**src/sri_pkg.sv**
```systemverilog
// shared constants and types of the supervisor / reset / intrusion block
`default_nettype none

package sri_pkg;

  // ==========================================================
  // clock and internal oscillator
  // ==========================================================
  localparam int unsigned CLK_PERIOD_NS = 10;
  localparam int unsigned TICK_TIME_NS  = 1000;   // internal oscillator period
  // a least time: round up to whole clock cycles
  localparam int unsigned TICK_CYCLES   = (TICK_TIME_NS + CLK_PERIOD_NS - 1) / CLK_PERIOD_NS;

  // ==========================================================
  // reset hold time
  // ==========================================================
  localparam int unsigned HOLD_TIME_MS  = 200;
  localparam int unsigned NS_PER_MS     = 1000000;
  // a least time: round up to whole oscillator ticks
  localparam int unsigned HOLD_TICKS    = (HOLD_TIME_MS * NS_PER_MS + TICK_TIME_NS - 1) / TICK_TIME_NS;

  // ==========================================================
  // pin levels and sequencer states
  // ==========================================================
  localparam logic OD_PULL_LEVEL = 1'b0;   // open-drain pins only ever pull low
  localparam logic FLAG_CLEAR    = 1'b0;   // reset value of the intrusion flag

  typedef enum logic [1:0] {
    SEQ_BOTH_HELD,
    SEQ_PRI_HELD,
    SEQ_RUN
  } sri_seq_e;

endpackage

`default_nettype wire

```
**src/sri_top.sv**
```systemverilog
// supervisor: two power-on reset outputs, intrusion latch and interrupt gate
`default_nettype none

// How it works
// - aux reset pulls low whenever the aux rail is under threshold.
// - aux reset stays low about 200 ms after the aux rail recovers.
// - both resets are active-low open drain; every assertion lasts 200 ms minimum.
// - primary reset pulls low whenever the primary rail is under threshold.
// - primary reset stays low about 200 ms after the primary rail recovers and aux reset has released.
// - primary reset releases only 200 ms after aux reset released.
// - primary reset pin is sensed as an external reset input while not driven.
// - a high intrusion input sets the chassis-intrusion flag.
// - intrusion flag stays set until cleared, held through main power loss.
// - interrupt output drives only when its enable is 1; enable defaults off.
// - interrupt output is open drain, pulling low only while signalling.

module sri_top
  import sri_pkg::*;
#(
  parameter int unsigned HOLD_TICK_COUNT = HOLD_TICKS,
  parameter int unsigned TICK_DIV        = TICK_CYCLES
) (
  input  wire logic mclk,
  input  wire logic rst,
  input  wire logic vbat_por,
  input  wire logic aux_rail_ok,
  input  wire logic primary_rail_ok,
  input  wire logic case_open_in,
  input  wire logic case_open_clear,
  input  wire logic irq_enable,
  input  wire logic irq_request,
  input  wire logic primary_supply_reset_n_in,
  output logic      aux_supply_reset_n_out,
  output logic      aux_supply_reset_n_oe,
  output logic      primary_supply_reset_n_out,
  output logic      primary_supply_reset_n_oe,
  output logic      irq_n_out,
  output logic      irq_n_oe,
  output logic      case_open_flag,
  output logic      ext_reset_seen
);

  if (TICK_DIV < 1 || TICK_DIV > 65535) begin : g_chk_div
    $error("sri_top: TICK_DIV out of range");
  end
  if (HOLD_TICK_COUNT < 1) begin : g_chk_hold
    $error("sri_top: HOLD_TICK_COUNT must be at least 1");
  end

  // ==========================================================
  // internal oscillator: one-cycle tick every TICK_DIV clocks
  // ==========================================================
  localparam logic [15:0] DIV_LAST = 16'(TICK_DIV - 1);

  logic [15:0] div_r;
  logic [15:0] div_nxt;
  logic        tick;

  assign tick    = (div_r == DIV_LAST);
  assign div_nxt = tick ? 16'h0000 : div_r + 16'h0001;

  // free-running divider; the timers tolerate its arbitrary phase
  always_ff @(posedge mclk) begin
    if (rst) begin
      div_r <= 16'h0000;
    end else begin
      div_r <= div_nxt;
    end
  end

  // ==========================================================
  // hold timers for both rails
  // ==========================================================
  logic aux_done;
  logic pri_done;
  logic pri_run;

  // primary hold only starts once the aux side has finished its own hold,
  // which puts a full hold time between the two releases
  assign pri_run = primary_rail_ok && aux_done;

  sri_hold_timer #(
    .TICKS (HOLD_TICK_COUNT)
  ) u_aux_timer (
    .mclk (mclk),
    .rst  (rst),
    .tick (tick),
    .run  (aux_rail_ok),
    .done (aux_done)
  );

  sri_hold_timer #(
    .TICKS (HOLD_TICK_COUNT)
  ) u_pri_timer (
    .mclk (mclk),
    .rst  (rst),
    .tick (tick),
    .run  (pri_run),
    .done (pri_done)
  );

  // ==========================================================
  // release sequencer
  // ==========================================================
  sri_seq_e seq_r;
  sri_seq_e seq_nxt;

  // aux must be released before primary can be; a dip on aux re-holds both
  always_comb begin
    case (seq_r)
      SEQ_BOTH_HELD: begin
        seq_nxt = aux_done ? SEQ_PRI_HELD : SEQ_BOTH_HELD;
      end
      SEQ_PRI_HELD: begin
        if (!aux_done) begin
          seq_nxt = SEQ_BOTH_HELD;
        end else if (pri_done) begin
          seq_nxt = SEQ_RUN;
        end else begin
          seq_nxt = SEQ_PRI_HELD;
        end
      end
      SEQ_RUN: begin
        if (!aux_done) begin
          seq_nxt = SEQ_BOTH_HELD;
        end else if (!pri_done) begin
          seq_nxt = SEQ_PRI_HELD;
        end else begin
          seq_nxt = SEQ_RUN;
        end
      end
      default: begin
        seq_nxt = SEQ_BOTH_HELD;
      end
    endcase
  end

  // sequencer state; reset holds both outputs asserted
  always_ff @(posedge mclk) begin
    if (rst) begin
      seq_r <= SEQ_BOTH_HELD;
    end else begin
      seq_r <= seq_nxt;
    end
  end

  // ==========================================================
  // open-drain reset pins
  // ==========================================================
  // the pads only ever pull low; release lets the board pull-up win
  assign aux_supply_reset_n_out     = OD_PULL_LEVEL;
  assign primary_supply_reset_n_out = OD_PULL_LEVEL;
  assign aux_supply_reset_n_oe      = (seq_r == SEQ_BOTH_HELD);
  assign primary_supply_reset_n_oe  = (seq_r != SEQ_RUN);

  // ==========================================================
  // external reset sensing on the primary reset pin
  // ==========================================================
  logic pri_oe_q_r;
  logic ext_seen_r;
  logic ext_seen_nxt;

  // ignore the pin during our own drive and the cycle after release,
  // so the slow rise through the pull-up is not mistaken for a request
  assign ext_seen_nxt = !primary_supply_reset_n_oe && !pri_oe_q_r &&
                        !primary_supply_reset_n_in;

  always_ff @(posedge mclk) begin
    if (rst) begin
      pri_oe_q_r <= 1'b1;
      ext_seen_r <= 1'b0;
    end else begin
      pri_oe_q_r <= primary_supply_reset_n_oe;
      ext_seen_r <= ext_seen_nxt;
    end
  end

  assign ext_reset_seen = ext_seen_r;

  // ==========================================================
  // chassis-intrusion latch (battery domain)
  // ==========================================================
  logic case_flag_r;
  logic case_flag_nxt;

  // a set arriving with the clear wins, so no event is lost
  assign case_flag_nxt = case_open_in || (case_flag_r && !case_open_clear);

  // of the two resets only the battery power-on clears it; the system reset leaves it alone
  always_ff @(posedge mclk) begin
    if (vbat_por) begin
      case_flag_r <= FLAG_CLEAR;
    end else begin
      case_flag_r <= case_flag_nxt;
    end
  end

  assign case_open_flag = case_flag_r;

  // ==========================================================
  // interrupt output gate
  // ==========================================================
  logic irq_oe_r;
  logic irq_oe_nxt;

  assign irq_oe_nxt = irq_enable && (irq_request || case_flag_r);

  // enable input defaults low at reset through the system side, and the
  // output register starts released
  always_ff @(posedge mclk) begin
    if (rst) begin
      irq_oe_r <= 1'b0;
    end else begin
      irq_oe_r <= irq_oe_nxt;
    end
  end

  assign irq_n_out = OD_PULL_LEVEL;
  assign irq_n_oe  = irq_oe_r;

  // ==========================================================
  // checks
  // ==========================================================
  localparam int unsigned HOLD_CYC = HOLD_TICK_COUNT * TICK_DIV;

  int unsigned aux_up_cnt;
  int unsigned pri_up_cnt;
  int unsigned aux_rel_cnt;

  // cycles each rail has been good and aux reset has been released
  always_ff @(posedge mclk) begin
    if (rst) begin
      aux_up_cnt  <= 0;
      pri_up_cnt  <= 0;
      aux_rel_cnt <= 0;
    end else begin
      aux_up_cnt  <= !aux_rail_ok ? 0 : (aux_up_cnt == 32'hffffffff ? aux_up_cnt : aux_up_cnt + 1);
      pri_up_cnt  <= !primary_rail_ok ? 0 : (pri_up_cnt == 32'hffffffff ? pri_up_cnt : pri_up_cnt + 1);
      aux_rel_cnt <= aux_supply_reset_n_oe ? 0 :
                     (aux_rel_cnt == 32'hffffffff ? aux_rel_cnt : aux_rel_cnt + 1);
    end
  end
endmodule

`default_nettype wire

```
**src/sri_hold_timer.sv**
```systemverilog
// restartable hold-off timer counted in oscillator ticks
`default_nettype none

module sri_hold_timer
  import sri_pkg::*;
#(
  parameter int unsigned TICKS = HOLD_TICKS
) (
  input  wire logic mclk,
  input  wire logic rst,
  input  wire logic tick,
  input  wire logic run,
  output logic      done
);

  localparam int unsigned CW = $clog2(TICKS + 2);
  // one extra tick is counted because the first one after start may be partial
  localparam logic [CW-1:0] LAST = CW'(TICKS);

  if (TICKS < 1) begin : g_chk
    $error("sri_hold_timer: TICKS must be at least 1");
  end

  logic [CW-1:0] cnt_r;
  logic [CW-1:0] cnt_nxt;
  logic          done_r;
  logic          done_nxt;

  // ==========================================================
  // count while run stays high, restart whenever it drops
  // ==========================================================
  assign cnt_nxt  = (!run) ? '0 :
                    (tick && !done_r) ? cnt_r + CW'(1) : cnt_r;
  assign done_nxt = run && (done_r || (tick && cnt_r == LAST));

  // state registers
  always_ff @(posedge mclk) begin
    if (rst) begin
      cnt_r  <= '0;
      done_r <= 1'b0;
    end else begin
      cnt_r  <= cnt_nxt;
      done_r <= done_nxt;
    end
  end

  assign done = done_r;

endmodule

`default_nettype wire

```
**config.mk**
```make
export PLATFORM = sky130hd
export DESIGN_NAME = sri_top
export DESIGN_NICKNAME = d
export VERILOG_FILES = /design/src/sri_pkg.sv /design/src/sri_top.sv /design/src/sri_hold_timer.sv
export SDC_FILE = /design/constraint.sdc
export NUM_CORES = 1
export LEC_CHECK = 0
export BUFFER_PORTS_ARGS = -buffer_cell sky130_fd_sc_hd__buf_2
export CORE_ASPECT_RATIO = 1.2
export CORE_MARGIN = 4
export CORE_UTILIZATION = 50
export CTS_CLUSTER_DIAMETER = 80
export CTS_CLUSTER_SIZE = 8
export DETAILED_ROUTE_END_ITERATION = 8
export PLACE_DENSITY = 0.68
export RECOVER_POWER = 100
export SETUP_SLACK_MARGIN = 0.02
export SLEW_MARGIN = 10
export SYNTH_ARGS = -nofsm -noshare
export SYNTH_HDL_FRONTEND = slang
export SYNTH_SLANG_ARGS = --single-unit
```
**constraint.sdc**
```tcl
create_clock -name mclk -period 1.8 [get_ports mclk]
set_clock_uncertainty 0.05 [all_clocks]
set_input_delay 0.27 -clock mclk [delete_from_list [all_inputs] [get_ports mclk]]
set_output_delay 0.27 -clock mclk [all_outputs]
set_load 0.005 [all_outputs]
```
Yosys cells after proc, flatten, opt, wreduce, memory -nomap -nowiden
Index checks and enable logic that the tools add are counted.
W data, S select, Z words.

word-level totals
  flip-flop bits (word level) = 60
  input bits = 10
  output and inout port bits = 8

operators by class
  $add $sub $neg = 3
  equal/unequal tests = 6
  muxes and demuxes = 4
  bitwise logic cells = 2
  reductions and logical operators = 26

operators with widths
  cell                     count
  $add A18 B1 Y18 const B  2
  $eq A18 B18 Y1 const B   2
  $add A16 B1 Y16 const B  1
  $eq A16 B7 Y1 const B    1
  $logic_and A1 B1 Y1      11
  $reduce_or A2 Y1         4
  $logic_not A1 Y1         6
  $logic_or A1 B1 Y1       4
  $mux W2                  2
  $pmux W2 S2              1
  $eq A2 B1 Y1 const B     1
  $eq A2 B2 Y1 const B     1
  $logic_not A2 Y1         1
  $ne A2 B2 Y1 const B     1
  $not A1 Y1               2
  $mux W1                  1

Longest topological paths before layout
  depth in word-level cells = 4
  depth in mapped cells = 7
  depth with buffers taken out = 6

Modules after synthesis
Synthesis repeated with hierarchy kept, for this count alone.

unflattened totals
  cells, all modules = 323
  area total of the unflattened synthesis = 2,865.2 um2

by module, submodules not included
  module          instances  cells each  area an instance (um2)
  sri_hold_timer  2          105         927.1
  sri_top         1          113         1,011.0

Least setup slack after synthesis
Ideal clock, no wire load.

  path type = flip-flop to flip-flop
  start point = register div_r[0]
  end point = register u_pri_timer.cnt_r[12]
  library setup time = 0.070 ns
  arrival = 1.714 ns
  required time = 1.680 ns
  setup slack = -0.035 ns
  stages on the path, launching flop included = 7
  clock period less this slack = 1.835 ns
  path through = dfxtp_1 -> ha_1 -> and4bb_2 -> nand4_4 -> buf_6 -> or4_1 -> a21oi_1

on the way
  cells in the longest elaborated chain, start to end = 2

RTL lines
  element                 line                  source
  from (decl)             sri_top.sv:55         logic [15:0] div_r;
  from (signal assigned)  sri_top.sv:67         div_r <= div_nxt;
  $eq A16 B7 Y1           sri_top.sv:59         assign tick = (div_r == DIV_LAST);
  $logic_and A1 B1 Y1     sri_hold_timer.sv:33  (tick && !done_r) ? cnt_r + CW'(1) : cnt_r;
  to (signal assigned)    sri_hold_timer.sv:42  cnt_r <= cnt_nxt;
  to (decl)               sri_hold_timer.sv:24  logic [CW-1:0] cnt_r;

No other way between the ends.
A chain may end at the register's enable or synchronous reset.

Worst setup path in the final report
  start point = register div_r[1]
  end point = register u_pri_timer.cnt_r[4]

The elaborated chain is that of the path after synthesis.

==> reports/metrics.cfg <==
[floorplanning]
io_pins=18
start_util_pct=52.5
rows=30
dieArea_um2=7340
die_height_um=93.1
die_x_um=78.9
coreArea_um2=5740

[cells_and_area]
n_antenna_cell=0
fillCellCount=465
drive_gt1_share_pct=27.3
nNetsFinal=424
seq_area_um2=1200
multiInputGateArea_um2=1790
area_growth_pct=27.9
post-route-util_pct=67.1

[worst_setup_path]
crit_required_ns=2.03
cp_max_fo=6
r2r_slack_ns=-0.09
cp-start-kind=flip-flop
crit_path_end_kind=flip-flop
worstSetupPathType=flip-flop to flip-flop
crit_arrival_ns=2.12
rr_worst_depth=6
r2r_start=div_r[1]
reg2reg_to=u_pri_timer.cnt_r[4]

[synthesis]
synth-seq-area-share_pct=39.8
syn_avg_cell_area_um2=8.66
ys.warnings.count=0
synth_top_area_share_pct=39.8
ys_ff_latch=60
synthesis.area_um2=3020
async_flop_share_pct=0
ys.flop_type=dfxtp_1
synth_area_leader_cell=dfxtp_1
yosysMostFrequentCell=dfxtp_1
ys_top_cells_by_area=dfxtp_1 40%, a21oi_1 6.8%, o31ai_1 6.5%
synth_commonest_cells=60 x dfxtp_1, 41 x a21oi_1, 26 x o31ai_1, 26 x or4_1, 21 x nand2_1
synth_edf_count=0
synth_cell_types=42
postSynthCellCount=348

[cts]
cts_buffers=9
h-tree-depth=3
clockBufferDepth=2
cts_tree=built
clk_root_buffer_cell=clkbuf_8
clock_latency_ns=0.34
cts.reportedPaths.clkPinSlew_ns=0.07
clkSinkCount=60

[timing]
post-route-period-util_pct=105
setup_viol=41
fmax_mhz=528
layout_min_cycle_time_ns=1.89
hold_viol_final=0
drv_slew=0
tns_ns=-1.34
fin_ws_ns=-0.0925
grt_setup_unrepaired=yes

[power_and_ir_drop]
pwr-share-comb_pct=3.1
p_sw_mw=0.591
power.share.clock_pct=43.1
irDropWorstVdd_mv=0.516
powerDensity_nw_per_um2=648
seq_power_share_pct=53.7
internal-power_mw=1.91
total_power_mw=2.50
p_leak_nw=1.30
switching_share_pct=23.6

[grt]
grt_max_degree=43
antenna_found_initial=0
grt_pass1_wl_mm=11.8
grt_pass1_vias=2665
grt.overflow.total=0
grt_usage_pct=20.2

[route]
vias=2877
dr.pass1.iters=4
antenna_left=0
wl_mm=7.53
wl_per_cell_um=15.3
drt_first_iter_violations=181
drc_errors=0
viasPerCell=5.86

[hold_path]
hold_path_end=case_open_flag
hp-class=input pin to flip-flop
worstHoldPathCells=2
min_from=vbat_por

[job]
drv_cap=0

[placement]
port_buffers=14
hpwl_mm=4.76
place_congestion=0.805

[outcome]
outcome=complete, but fails checks
violations=setup timing

## power groups by stage
stage | combinational, mW | clock [mW] | sequential, mW
2_1_floorplan | 0.0379 | 0 | 1.37
3_3_place_gp | 0.0648 | 0 | 1.37
3_5_place_dp | 0.0664 | 0 | 1.37
4_1_cts | 0.0691 | 1.10 | 1.34
5_1_grt | 0.0880 | 1.16 | 1.34
6_report | 0.0786 | 1.08 | 1.34
## flip-flops by register name, indices dropped and copies added (netlist names)
signal / flops
ext_reset_seen: 1
seq_r: 2
u_pri_timer.done: 1
case_open_flag: 1
u_aux_timer.done: 1
u_pri_timer.cnt_r: 18
u_aux_timer.cnt_r: 18
irq_n_oe: 1
pri_oe_q_r: 1
div_r: 16
## per-layer routing
| layer | vias to the layer above | part of all wire [%] | global-route usage (%) |
|---|---|---|---|
| li1 | 1433 | - | - |
| met1 | 1368 | 42 | 22.8 |
| met2 | 64 | 51 | 34.4 |
| met3 | 12 | 4.5 | 5.88 |
| met4 | 0 | 2.4 | 10.5 |
| met5 | - | 0 | 0 |
## repair_timing
item,CTS,global route
gates resized for setup,8,32
cloned,1,4
setup endpoints to repair,25,50
buffers inserted,3,5
pin swaps,7,10
hold buffers,0,0
## critical path: stages, from the launching register on
cell and delay (ns):
dfxtp_2 0.35, ha_4 0.14, and4bb_2 0.26, nand4_1 0.20, buf_6 0.20, or4_1 0.50, a21oi_1 0.13
## kinds of logic (layout without fill, tap and decap cells)
| logic type | Yosys count | after routing | synth area share (%) |
|---|---|---|---|
| fa+ha+maj | 8 | 8 | 3.32 |
| other cells | 1 | 3 | 0.124 |
| simple gates | 150 | 150 | 32.0 |
| xor+xnor | 10 | 10 | 2.90 |
| compound gates | 82 | 82 | 16.1 |
| flops | 60 | 60 | 39.8 |
| mux | 1 | 1 | 0.332 |
| buf+inv | 36 | 97 | 5.48 |
## how the worst max path moves through the flow
stage,from,slack [ns],cells past startpoint,end
5_1_grt,div_r[1],-0.19,6,u_pri_timer.cnt_r[4]
2_1_floorplan,div_r[1],0.05,6,u_pri_timer.cnt_r[12]
4_1_cts,div_r[1],-0.07,6,u_aux_timer.cnt_r[10]
3_3_place_gp,div_r[1],-0.01,6,u_aux_timer.cnt_r[9]
3_5_place_dp,div_r[1],-0.06,6,u_aux_timer.cnt_r[9]
6_report,div_r[1],-0.09,6,u_pri_timer.cnt_r[4]
## stage by stage
stage	std cells	area (um^2)	hold WS (ns)	worst slack [ns]
after floorplan	350	3040	0.292	0.0541
after global placement	463	3420	0.331	-0.0150
after detailed placement	463	3420	0.347	-0.0553
after CTS	483	3650	0.0184	-0.0692
after global routing	491	3860	0.0202	-0.191
final	491	3860	0.0272	-0.0925
## placed cells by master (no fill, tap or decap), types with 9 or more instances in the layout
cell / n
clkbuf_8: 10
xor2_1: 9
a21oi_1: 28
o31ai_1: 23
or4_1: 20
nor2_1: 15
inv_1: 17
buf_4: 37
nand4_1: 15
nand2_1: 21
buf_2: 11
dfxtp_1: 57
a21oi_2: 13
nand3_1: 18
## final cells by class
| cell class | instances | area share (%) |
|---|---|---|
| Multi-Input combinational cell | 254 | 46.4 |
| Inverter | 17 | 1.65 |
| Sequential cell | 60 | 31.2 |
| Timing Repair Buffer | 64 | 13.7 |
| Tap cell | 80 | 2.60 |
| Clock inverter | 4 | 0.649 |
| Clock buffer | 12 | 3.76 |
Note: power is estimated with default switching activity, not from simulation.
